<file path="src/common/adc_fifo_map.vh">
// Offsets, fields, reset values and timing counts for the converter FIFO control
`ifndef ADC_FIFO_MAP_VH
`define ADC_FIFO_MAP_VH

// ---------------------------------------------------------------
// Register byte addresses (printed offset index times four)
// ---------------------------------------------------------------
`define IDX_FIFO_CTRL        8'h13
`define ADDR_FIFO_CTRL       10'h04c
`define ADDR_CHAN_SELECT     10'h100
`define ADDR_RESULT          10'h104
`define ADDR_STATUS          10'h108
`define ADDR_CONV_CTRL       10'h10c

// ---------------------------------------------------------------
// Field positions
// ---------------------------------------------------------------
`define BIT_SCAN_ENABLE      6
`define BIT_COMBINE_SELECT   5
`define FIFO_CTRL_WMASK      8'h67
`define CHAN_WIDTH           5
`define RESULT_WIDTH         12
`define FIFO_MAX_LEVEL       8
`define BIT_STAT_COMPLETE    0
`define BIT_STAT_IRQ         1
`define BIT_CTRL_CONTINUOUS  0
`define BIT_CTRL_IRQ_ENABLE  1
`define BIT_CTRL_COMPARE_EN  2

// ---------------------------------------------------------------
// Reset values and timing
// ---------------------------------------------------------------
`define FIFO_CTRL_RESET      8'h00
`define CONV_CTRL_RESET      8'h00
`define CONV_TIME_NS         160
`define CLK_PERIOD_NS        10
`define CONV_CYCLES          8'h10   // 160 ns at a 10 ns clock

`endif

</file>
<file path="src/design/adc_fifo_scan_compare_ctrl.v">
// Converter FIFO, scan and compare-combine control with an AXI4-Lite slave
`include "adc_fifo_map.vh"

module adc_fifo_scan_compare_ctrl (
  input  wire                     CLK,
  input  wire                     RESET,
  input  wire [9:0]               AWADDR,
  input  wire                     AWVALID,
  output reg                      AWREADY,
  input  wire [31:0]              WDATA,
  input  wire [3:0]               WSTRB,
  input  wire                     WVALID,
  output reg                      WREADY,
  output reg  [1:0]               BRESP,
  output reg                      BVALID,
  input  wire                     BREADY,
  input  wire [9:0]               ARADDR,
  input  wire                     ARVALID,
  output reg                      ARREADY,
  output reg  [31:0]              RDATA,
  output reg  [1:0]               RRESP,
  output reg                      RVALID,
  input  wire                     RREADY,
  input  wire [`RESULT_WIDTH-1:0] ANALOG_VALUE,   // Asynchronous analog sample
  input  wire                     COMPARE_HIT,    // Per-conversion compare match, pin
  output reg                      CONVERSION_COMPLETE,
  output reg                      INTERRUPT_REQUEST
);

  // ---------------------------------------------------------------
  // Registers and queues
  // ---------------------------------------------------------------
  reg [7:0]               fifo_scan_compare_depth_ctrl; // Scan, combine, depth
  reg [7:0]               conv_ctrl;                    // Continuous, irq enable, compare enable
  reg [`CHAN_WIDTH-1:0]   chan_q [0:`FIFO_MAX_LEVEL-1]; // Channel queue
  reg [`RESULT_WIDTH-1:0] res_q  [0:`FIFO_MAX_LEVEL-1]; // Result queue
  reg [3:0]               chan_count;                   // Queued channels
  reg [3:0]               res_count;                    // Stored results
  reg [2:0]               res_rd;                       // Result read pointer
  reg [2:0]               conv_idx;                     // Next channel to convert
  reg                     conversion_complete_flag;
  reg                     hit_any;                      // OR of compare hits
  reg                     hit_all;                      // AND of compare hits
  reg [`RESULT_WIDTH-1:0] single_result;                // Non-FIFO result
  reg [`RESULT_WIDTH-1:0] analog_s1, analog_s2;         // Sample synchroniser
  reg                     hit_s1, hit_s2;               // Hit synchroniser
  reg                     start;                        // Engine start pulse
  reg [`CHAN_WIDTH-1:0]   start_chan;                   // Engine channel

  wire [2:0] fifo_depth       = fifo_scan_compare_depth_ctrl[2:0];
  wire       fifo_scan_enable = fifo_scan_compare_depth_ctrl[`BIT_SCAN_ENABLE];
  wire       compare_combine_select = fifo_scan_compare_depth_ctrl[`BIT_COMBINE_SELECT];
  wire       continuous_conversion  = conv_ctrl[`BIT_CTRL_CONTINUOUS];
  wire       complete_interrupt_enable = conv_ctrl[`BIT_CTRL_IRQ_ENABLE];
  wire       compare_enable   = conv_ctrl[`BIT_CTRL_COMPARE_EN];
  wire       fifo_on          = (fifo_depth != 3'b000);
  wire [3:0] fifo_level       = {1'b0, fifo_depth} + 4'h1;

  // Engine handshake
  wire                     eng_done;
  wire [`RESULT_WIDTH-1:0] eng_result;

  adc_sar_engine u_engine (
    .clk            (CLK),
    .reset          (RESET),
    .start          (start),
    .channel        (start_chan),
    .analog_value   (analog_s2),
    .done           (eng_done),
    .result         (eng_result),
    .result_channel ()
  );

  // ---------------------------------------------------------------
  // Input synchronisers
  // ---------------------------------------------------------------
  // Two stages before anything reads the pins
  always @(posedge CLK or posedge RESET) begin
    if (RESET) begin
      analog_s1 <= 12'h000;
      analog_s2 <= 12'h000;
      hit_s1    <= 1'b0;
      hit_s2    <= 1'b0;
    end else begin
      analog_s1 <= ANALOG_VALUE;
      analog_s2 <= analog_s1;
      hit_s1    <= COMPARE_HIT;
      hit_s2    <= hit_s1;
    end
  end

  // ---------------------------------------------------------------
  // AXI4-Lite slave
  // ---------------------------------------------------------------
  reg        aw_held, w_held;   // Address or data taken, waiting for partner
  reg [9:0]  aw_addr;
  reg [31:0] w_data;
  reg        w_lane0;           // Byte lane 0 strobe
  wire       do_write = aw_held && w_held && !BVALID;
  wire       do_read  = ARVALID && ARREADY;
  wire       chan_push = do_write && w_lane0 && (aw_addr == `ADDR_CHAN_SELECT);
  wire       res_pop   = do_read && (ARADDR == `ADDR_RESULT);

  // Write address and data taken in either order, response after both
  always @(posedge CLK or posedge RESET) begin
    if (RESET) begin
      AWREADY <= 1'b1;
      WREADY  <= 1'b1;
      aw_held <= 1'b0;
      w_held  <= 1'b0;
      aw_addr <= 10'h000;
      w_data  <= 32'h00000000;
      w_lane0 <= 1'b0;
      BVALID  <= 1'b0;
      BRESP   <= 2'b00;
      fifo_scan_compare_depth_ctrl <= `FIFO_CTRL_RESET;
      conv_ctrl <= `CONV_CTRL_RESET;
    end else begin
      if (AWVALID && AWREADY) begin
        aw_held <= 1'b1;
        aw_addr <= AWADDR;
        AWREADY <= 1'b0;
      end
      if (WVALID && WREADY) begin
        w_held  <= 1'b1;
        w_data  <= WDATA;
        w_lane0 <= WSTRB[0];
        WREADY  <= 1'b0;
      end
      if (do_write) begin
        aw_held <= 1'b0;
        w_held  <= 1'b0;
        BVALID  <= 1'b1;
        BRESP   <= 2'b00;
        if (aw_addr == `ADDR_FIFO_CTRL) begin
          if (w_lane0)
            fifo_scan_compare_depth_ctrl <= w_data[7:0] & `FIFO_CTRL_WMASK;
        end else if (aw_addr == `ADDR_CONV_CTRL) begin
          if (w_lane0)
            conv_ctrl <= {5'h00, w_data[2:0]};
        end else if (aw_addr == `ADDR_CHAN_SELECT || aw_addr == `ADDR_RESULT ||
                     aw_addr == `ADDR_STATUS) begin
          BRESP <= 2'b00;
        end else begin
          BRESP <= 2'b10;  // Unmapped address
        end
      end
      if (BVALID && BREADY) begin
        BVALID  <= 1'b0;
        AWREADY <= 1'b1;
        WREADY  <= 1'b1;
      end
    end
  end

  // Reads answer one cycle after the address is taken
  always @(posedge CLK or posedge RESET) begin
    if (RESET) begin
      ARREADY <= 1'b1;
      RVALID  <= 1'b0;
      RDATA   <= 32'h00000000;
      RRESP   <= 2'b00;
    end else begin
      if (do_read) begin
        ARREADY <= 1'b0;
        RVALID  <= 1'b1;
        RRESP   <= 2'b00;
        if (ARADDR == `ADDR_FIFO_CTRL) begin
          RDATA <= {24'h000000, fifo_scan_compare_depth_ctrl & `FIFO_CTRL_WMASK};
        end else if (ARADDR == `ADDR_RESULT) begin
          RDATA <= {20'h00000, fifo_on ? res_q[res_rd] : single_result};
        end else if (ARADDR == `ADDR_STATUS) begin
          // Queued channels in [9:6], request in [1], flag in [0]
          RDATA <= {22'h000000, chan_count, 4'h0, INTERRUPT_REQUEST, conversion_complete_flag};
        end else if (ARADDR == `ADDR_CONV_CTRL) begin
          RDATA <= {24'h000000, conv_ctrl};
        end else if (ARADDR == `ADDR_CHAN_SELECT) begin
          RDATA <= {27'h0000000, start_chan};
        end else begin
          RDATA <= 32'h00000000;
          RRESP <= 2'b10;  // Unmapped address
        end
      end else if (RVALID && RREADY) begin
        RVALID  <= 1'b0;
        ARREADY <= 1'b1;
      end
    end
  end

  // ---------------------------------------------------------------
  // Sequencer
  // ---------------------------------------------------------------
  localparam [2:0] ST_IDLE = 3'b001;  // Waiting for channels
  localparam [2:0] ST_CONV = 3'b010;  // Engine running
  localparam [2:0] ST_NEXT = 3'b100;  // Deciding the next step
  reg [2:0] state;

  // Hits merged so far, including one arriving with this completion
  wire any_now = hit_any | hit_s2;
  wire all_now = hit_all & hit_s2;
  // Combine choice only matters in FIFO mode
  wire combine_ok = !compare_enable ? 1'b1 :
                    (fifo_on ? (compare_combine_select ? all_now : any_now) : hit_s2);
  wire res_full_next = (res_count + 4'h1) >= fifo_level;
  wire sw_clear = res_pop || chan_push;  // Result reads and channel writes clear completion
  wire pop_ok   = res_pop && fifo_on && (res_count != 4'h0);  // Pop of a stored result

  // Queues, completion and conversion sequencing
  always @(posedge CLK or posedge RESET) begin
    if (RESET) begin
      state <= ST_IDLE;
      chan_count <= 4'h0;
      res_count  <= 4'h0;
      res_rd     <= 3'h0;
      conv_idx   <= 3'h0;
      conversion_complete_flag <= 1'b0;
      hit_any    <= 1'b0;
      hit_all    <= 1'b1;
      single_result <= 12'h000;
      start      <= 1'b0;
      start_chan <= 5'h00;
      CONVERSION_COMPLETE <= 1'b0;
      INTERRUPT_REQUEST   <= 1'b0;
    end else begin
      start <= 1'b0;
      CONVERSION_COMPLETE <= conversion_complete_flag;
      // Flag with enable drives the request
      INTERRUPT_REQUEST <= conversion_complete_flag & complete_interrupt_enable;
      if (sw_clear)
        conversion_complete_flag <= 1'b0;
      if (pop_ok) begin
        res_rd    <= res_rd + 3'h1;
        res_count <= res_count - 4'h1;
      end
      if (chan_push && fifo_on && chan_count < fifo_level && state == ST_IDLE) begin
        chan_q[chan_count[2:0]] <= w_data[`CHAN_WIDTH-1:0];
        chan_count <= chan_count + 4'h1;
      end
      case (state)
        ST_IDLE: begin
          if (!fifo_on && chan_push) begin
            start      <= 1'b1;
            start_chan <= w_data[`CHAN_WIDTH-1:0];
            hit_any    <= 1'b0;
            hit_all    <= 1'b1;
            state      <= ST_CONV;
          end else if (fifo_on && chan_count >= fifo_level && !chan_push) begin
            // Begin only once channel queue holds a full level
            start      <= 1'b1;
            start_chan <= chan_q[0];
            conv_idx   <= 3'h1;
            res_count  <= 4'h0;
            res_rd     <= 3'h0;
            hit_any    <= 1'b0;
            hit_all    <= 1'b1;
            state      <= ST_CONV;
          end
        end
        ST_CONV: begin
          if (eng_done) begin
            hit_any <= any_now;
            hit_all <= all_now;
            if (!fifo_on) begin
              single_result <= eng_result;
              if (combine_ok)
                conversion_complete_flag <= 1'b1;
              state <= ST_NEXT;
            end else begin
              res_q[res_count[2:0] + res_rd] <= eng_result;
              // A pop in the same cycle cancels the count step
              res_count <= pop_ok ? res_count : res_count + 4'h1;
              if (res_full_next) begin
                // Flag only when the whole set is stored
                // OR or AND of compare hits gates the flag
                if (combine_ok)
                  conversion_complete_flag <= 1'b1;
                state <= ST_NEXT;
              end else begin
                // Scan mode keeps the first queued channel
                start      <= 1'b1;
                start_chan <= fifo_scan_enable ? chan_q[0] : chan_q[conv_idx];
                conv_idx   <= conv_idx + 3'h1;
              end
            end
          end
        end
        ST_NEXT: begin
          if (continuous_conversion) begin
            // Next run starts the cycle after completion sets, from the first queued channel in FIFO mode
            start    <= 1'b1;
            conv_idx <= 3'h1;
            hit_any  <= 1'b0;
            hit_all  <= 1'b1;
            if (fifo_on) begin
              start_chan <= chan_q[0];
              res_count  <= 4'h0;
              res_rd     <= 3'h0;
            end
            state <= ST_CONV;
          end else begin
            chan_count <= 4'h0;  // Set consumed; software queues again
            state      <= ST_IDLE;
          end
        end
        default: state <= ST_IDLE;
      endcase
    end
  end

endmodule // adc_fifo_scan_compare_ctrl

</file>
<file path="src/design/adc_sar_engine.v">
// Stand-in converter engine: fixed conversion time, result from the analog input
`include "adc_fifo_map.vh"

module adc_sar_engine (
  input  wire                       clk,
  input  wire                       reset,
  input  wire                       start,        // One-cycle start pulse
  input  wire [`CHAN_WIDTH-1:0]     channel,      // Channel to sample
  input  wire [`RESULT_WIDTH-1:0]   analog_value, // Already synchronised sample
  output reg                        done,         // One-cycle completion pulse
  output reg  [`RESULT_WIDTH-1:0]   result,       // Converted value
  output reg  [`CHAN_WIDTH-1:0]     result_channel
);

  // ---------------------------------------------------------------
  // Conversion timer
  // ---------------------------------------------------------------
  localparam [7:0] CONV_LAST = `CONV_CYCLES - 8'h01;
  reg [7:0] count;       // Cycles spent in current conversion
  reg       busy;        // Conversion running

  // Counts a fixed time; a real array would go through successive approximation
  always @(posedge clk or posedge reset) begin
    if (reset) begin
      count          <= 8'h00;
      busy           <= 1'b0;
      done           <= 1'b0;
      result         <= 12'h000;
      result_channel <= 5'h00;
    end else begin
      done <= 1'b0;
      if (start && !busy) begin
        busy           <= 1'b1;
        count          <= 8'h00;
        result_channel <= channel;
      end else if (busy) begin
        if (count == CONV_LAST) begin
          // Sample taken at the end of the window
          busy   <= 1'b0;
          done   <= 1'b1;
          result <= analog_value;
        end else begin
          count <= count + 8'h01;
        end
      end
    end
  end

endmodule // adc_sar_engine

</file>
<file path="config.mk">
export PLATFORM = sky130hd
export DESIGN_NAME = adc_fifo_scan_compare_ctrl
export DESIGN_NICKNAME = d
export VERILOG_FILES = /design/src/design/adc_fifo_scan_compare_ctrl.v /design/src/design/adc_sar_engine.v
export VERILOG_INCLUDE_DIRS = /design/src /design/src/common
export SDC_FILE = /design/constraint.sdc
export NUM_CORES = 1
export LEC_CHECK = 0
export ABC_CLOCK_PERIOD_IN_PS = 3800
export BUFFER_PORTS_ARGS = -buffer_cell sky130_fd_sc_hd__buf_2
export CAP_MARGIN = 0
export CORE_UTILIZATION = 55
export CTS_BUF_LIST = sky130_fd_sc_hd__clkbuf_2 sky130_fd_sc_hd__clkbuf_4 sky130_fd_sc_hd__clkbuf_8
export DETAILED_ROUTE_END_ITERATION = 8
export PLACE_DENSITY = 0.84
export SLEW_MARGIN = 20
export SYNTH_ARGS = -nofsm -noshare
export SYNTH_HDL_FRONTEND = slang
export SYNTH_SLANG_ARGS = --single-unit
export TNS_END_PERCENT = 20
</file>
<file path="constraint.sdc">
create_clock -name CLK -period 3.8 [get_ports CLK]
set_input_delay 0.19 -clock CLK [delete_from_list [all_inputs] [get_ports CLK]]
set_output_delay 0.19 -clock CLK [all_outputs]
set_load 0.01 [all_outputs]
</file>
==> results.yml, run 1 <==
critical_path:
  r2r_cells: 9
  critPathKind: "register to register"
  r2r-end: "chan_q[0][0]"
  worst_path_max_delay_cell: "nor3_1"
  ff2ff_setup_slack_ns: 0.29
  cp_data_arrival_time_ns: 3.69
  rr_startpoint: "fifo_scan_compare_depth_ctrl[0]"
  worstPathMaxFanout: 8
  crit_path_end_kind: "register"
  worstPathCellList: "inv_1 > ha_1 > inv_1 > ha_1 > a21o_1 > maj3_1 > a211o_1 > or3_4 > nor3_1"
  critPathMaxStageDelay_ns: 0.61
  required_ns: 3.98
  cp-start-kind: "register"
die:
  core-area_sq_um: 20400
  die_area_sq_um: 21600
  die_h_um: 147
  dieWidth_um: 147
  io_pins: 119
  start_util_pct: 56.5
  core.rowCount: 52
sta:
  tightest_slew_ns: 0.767
  fin_tns_setup_ns: 0
  hold_viol: 0
  finalCritPeriodShare_pct: 92.3
  slew_headroom_pct: 48.5
  fmax_mhz: 285
  timing.final.crit_period_ns: 3.51
  finalClockSkew_ns: 0.0306
  drv_slew: 0
  rsz0062_at_grt: "false"
  setup_violations: 0
placement:
  gp_congestion: 0.867
  port_buffers: 68
  place_hpwl_um: 15200
  placed_cell_area_sq_um: 12200
finish:
  filler_cell_count: 1404
  final_cell_area_sq_um: 13500
  diodes: 0
  syn2layout_area_growth_pct: 16.8
  final_core_util_pct: 66.0
  drive_above_1_share_pct: 26.1
  nets: 1042
detailed_routing:
  drc: 0
  ant_nets: 0
  drt_iter0_drc: 559
  drt_pass1_iterations: 5
  routed_wl_um: 23500
  via_per_inst: 5.77
  wl_per_cell_um: 18.8
  route.vias.total: 7231
synthesis:
  netlist_area_sq_um: 11500
  synth_top_area_share_pct: 35.4
  syn-mean-instance-area_sq_um: 14.2
  synth-edff-count: 136
  synthCells: 810
  synthTopCellsByArea: "edfxtp_1 (35%), dfrtp_1 (28%), mux4_2 (6.6%)"
  ys_seq_area_share_pct: 64.7
  async_flop_share_pct: 49.8
  yosysTopAreaCell: "edfxtp_1"
  synth.distinct_cells: 68
  ys.flop_type: "edfxtp_1"
  synth_warnings: 0
  ys_ff_latch: 271
global_routing:
  grt_pass1_wl_um: 37600
  track_usage_pct: 22.6
  grt_max_degree: 136
  grt_pass1_vias: 7292
  antenna_found_initial: 0
  grt_overflow: 0
cts:
  clkSinkCount: 271
  clkLatencyLatePin_ns: 0.55
  cts_buffer_depth: 3
  htree_levels: 2
  root_buffer: "clkbuf_8"
  cts-resized-gates: 0
  cts_buffers: 42
  clk_pin_slew_ns: 0.06
  cts_tree: "done"
hold_path:
  hold_class: "input port to register"
  hold-path-cell-count: 3
  hold_start: "ARVALID"
  hold_end: "RDATA[6]"
power_and_ir_drop:
  power_density_nw_per_um2: 572
  p_leak_uw: 0.00573
  ir_drop_uv: 387
run:
  drv_cap: 0
outcome:
  status: "finished clean"
[state kept, by name (all words and copies together), names as in the netlist, 4 cells and up]
register and count:
RDATA 12, analog_s1 12, analog_s2 12, aw_addr 10
chan_count 4, chan_q 40, fifo_scan_compare_depth_ctrl 5, res_count 4
res_q 96, single_result 12, start_chan 5, u_engine.count 8
u_engine.result 12, w_data 7
[kinds of logic (layout without fill, tap and decap cells)]
kind of cell / after synthesis / after routing / synth area share, %
AO/OA/AOI/OAI: 126 / 126 / 7.27
other: 1 / 22 / 0.0325
XOR/XNOR: 10 / 10 / 0.759
multiplexers: 103 / 103 / 13.1
adder cells (fa/ha/maj): 18 / 18 / 1.98
buffers and inverters: 78 / 230 / 3.34
flip-flops: 271 / 271 / 64.7
AND/OR/NAND/NOR: 203 / 203 / 8.79
[area by class of cell]
class	instances	area, sq um	area share, %
flip-flops and latches	271	7470	55.4
multi-input cells	482	3760	27.9
repair buffers	127	893	6.63
clock buffers	67	822	6.10
well taps	270	338	2.51
inverters	26	101	0.752
clock inverters	10	91.3	0.678
[cell usage in the layout, fill, tap and decap left out, types with 22 or more instances in the layout]
master,synthesis,layout
o21ai_0,37,37
inv_1,25,24
mux2_2,43,43
clkbuf_8,0,51
a21oi_1,29,29
dlygate4sd3_1,0,39
nor2_1,40,40
dfrtp_1,130,130
mux2i_1,26,26
conb_1,1,22
nand2_1,70,70
buf_2,8,68
mux4_2,34,34
edfxtp_1,136,136
[critical path: cells and delay by family, from the launching register on]
family	cells	cell delay, ns
AOI/OAI and AO/OA	2	0.59
buffers and inverters	2	0.16
DFF	1	0.43
adders and majority gates	3	0.94
and+or+nand+nor	2	1.01
[where the power goes]
group	switching (uW)	internal [uW]	total [uW]
registers	315	3390	3710
clock network	1100	1460	2550
logic	718	728	1450
total	2130	5580	7710
[per-layer routing]
metal / vias to the layer above / track usage, % / wire [um]
li1: 3284 / - / -
met1: 3578 / 30.4 / 9790
met2: 321 / 36.6 / 11500
met3: 48 / 5.03 / 1790
met4: 0 / 7.66 / 492
met5: - / 0 / 0
[cells in the mapped netlist, drive strengths merged (17+ instances only)]
cell type	n
edfxtp	136
dfrtp	130
nand2	70
mux2	43
nor2	40
o21ai	38
buf	35
mux4	34
a21oi	29
mux2i	26
inv	25
nand3	21
clkbuf	17
[timing repair]
action,4_1_cts,5_1_grt
hold buffers,39,0
setup buffers,0,0
hold endpoints to repair,131,0
[worst max path at each step]
stage | startpoint | endpoint | cells after the start
after floorplan | RESET | res_q[2][0] | 3
after global placement | fifo_scan_compare_depth_ctrl[0] | chan_q[0][3] | 9
after detailed placement | fifo_scan_compare_depth_ctrl[0] | chan_q[0][2] | 9
after CTS | fifo_scan_compare_depth_ctrl[0] | chan_q[0][1] | 9
after global routing | fifo_scan_compare_depth_ctrl[0] | chan_q[0][1] | 9
final | fifo_scan_compare_depth_ctrl[0] | chan_q[0][0] | 9
[through the flow]
step | instances | power [uW] | setup slack [ns] | hold WS, ns
after detailed placement | 1137 | 5150 | 0.375 | 0.299
after global placement | 1137 | 5080 | 0.499 | 0.298
final | 1253 | 7710 | 0.292 | 0.0232
after floorplan | 831 | 4780 | 0.507 | 0.221
after global routing | 1253 | 8060 | 0.151 | 0.0609
after CTS | 1253 | 7740 | 0.355 | 0.0178
(Power assumes the default switching activity.)
==> inputs of run 2 (changes only) <==
--- a/config.mk
+++ b/config.mk
@@ -9,6 +9,7 @@
 export ABC_CLOCK_PERIOD_IN_PS = 3800
 export BUFFER_PORTS_ARGS = -buffer_cell sky130_fd_sc_hd__buf_2
 export CAP_MARGIN = 0
+export CORE_ASPECT_RATIO = 1.1
 export CORE_UTILIZATION = 55
 export CTS_BUF_LIST = sky130_fd_sc_hd__clkbuf_2 sky130_fd_sc_hd__clkbuf_4 sky130_fd_sc_hd__clkbuf_8
 export DETAILED_ROUTE_END_ITERATION = 8
==> run 2 against run 1 <==
Against the previous run: flip-flop and latch count unchanged; register-to-register slack better by 0.04 ns; count of clock-buffer cells in the layout decreased by 10; worst hold slack gained 0.10 ns; critical endpoint is now chan_q[1][0]; global-route usage down 0.39 points; largest power group unchanged; largest cell class unchanged; clock power shrank 3%; cell count shrank 0.80%.
==> results.yml, run 2 (synthesized netlist as in run 1, its figures left out) <==
global_routing:
  track_usage_pct: 22.2
  grt_overflow: 0
  grt_pass1_wl_um: 36900
  grt_max_degree: 136
  grt_pass1_vias: 7114
  antenna_found_initial: 0
cts:
  root_buffer: "clkbuf_8"
  cts_buffer_depth: 3
  cts-resized-gates: 0
  clkLatencyLatePin_ns: 0.55
  clk_pin_slew_ns: 0.06
  cts_tree: "done"
  post_cts_buffers: 0
  htree_levels: 2
  clkSinkCount: 271
  cts_buffers: 42
finish:
  filler_cell_count: 1413
  diodes: 0
  largest_reg_flops: 96
  nets: 1045
  drive_above_1_share_pct: 26.0
  syn2layout_area_growth_pct: 16.5
  final_common_cell: "edfxtp_1"
  final_core_util_pct: 65.3
  final_cell_mix: "edfxtp_1 (136), dfrtp_1 (130), nand2_1 (70), buf_2 (68), clkbuf_8 (44)"
critical_path:
  critPathKind: "register to register"
  crit_path_end_kind: "register"
  cp_data_arrival_time_ns: 3.65
  startpoint: "fifo_scan_compare_depth_ctrl[0]"
  ff2ff_setup_slack_ns: 0.33
  required_ns: 3.98
  cp-start-kind: "register"
  rr_startpoint: "fifo_scan_compare_depth_ctrl[0]"
  r2r_cells: 9
  worstPathMaxFanout: 8
hold_path:
  hold_start: "ARADDR[3]"
  hold_class: "input port to register"
  hold-path-cell-count: 4
sta:
  fmax_mhz: 288
  finalCritPeriodShare_pct: 91.3
  timing.final.crit_period_ns: 3.47
  tightest_slew_ns: 0.813
  finalClockSkew_ns: 0.0359
  hold_viol: 0
  drv_slew: 0
  fin_tns_setup_ns: 0
  setup_violations: 0
  slew_headroom_pct: 45.7
  rsz0062_at_grt: "false"
detailed_routing:
  drt_pass1_iterations: 4
  ant_nets: 0
  wl_per_cell_um: 18.4
  route.vias.total: 7104
  via_per_inst: 5.72
  drt_iter0_drc: 495
  routed_wl_um: 22900
  drc: 0
outcome:
  status: "finished clean"
die:
  die_area_sq_um: 21600
  start_util_pct: 56.1
  core-area_sq_um: 20600
  io_pins: 119
  die_h_um: 154
  core.rowCount: 55
  dieWidth_um: 140
placement:
  port_buffers: 68
  place_hpwl_um: 15400
  gp_congestion: 0.886
power_and_ir_drop:
  power_density_nw_per_um2: 567
  p_leak_uw: 0.00570
  ir_drop_uv: 264
run:
  drv_cap: 0
## run 2: cell type report
type,instances,area [sq um],share of cell area (%)
sequential,271,7470,55.6
multi-input combinational,482,3760,28.0
timing repair buffer,130,916,6.81
clock buffer,57,703,5.23
tap,256,320,2.38
clock inverter,21,169,1.26
inverter,26,101,0.754
## run 2: where the power goes
part	total [uW]	internal [uW]	switching (uW)
clock	2470	1360	1110
sequential	3710	3390	316
combinational	1440	730	708
total	7620	5480	2130
## run 2: worst max-delay path: stages, from the launching register on
cell	delay, ns
dfrtp_1	0.41
inv_1	0.10
ha_1	0.29
inv_1	0.06
ha_1	0.31
a21o_1	0.17
maj3_1	0.35
a211o_1	0.42
or3_4	0.39
nor3_1	0.60
## run 2: path summary, 6_finish.rpt
path | endpoint
setup / recovery | chan_q[1][0]
hold / removal | RDATA[1]
setup reg to reg | chan_q[1][0]
hold reg to reg | analog_s2[5]
max in group asynchronous | w_held
min in group asynchronous | res_rd[1]
## run 2: through the flow
step	instance area, sq um	worst slack (ns)	instances	total power (uW)	hold slack, ns
floorplan	11600	0.507	831	4780	0.221
CTS	13400	0.338	1243	7670	0.0996
global placement	12200	0.524	1126	5100	0.298
detailed placement	12200	0.347	1126	5160	0.299
global route	13400	0.207	1243	7970	0.160
finish	13400	0.331	1243	7620	0.123
## run 2: layer usage
metal,track usage [%],share of wire [%],vias to the layer above
met5,0,0,-
met2,37.1,50,259
li1,-,-,3286
met4,7.64,2.2,0
met1,29.0,41,3518
met3,4.55,6.1,41
## run 2: timing repair
item / 4_1_cts / 5_1_grt
hold buffers: 39 / 0
endpoints found under the setup margin: 0 / 0
endpoints found under the hold margin: 168 / 0
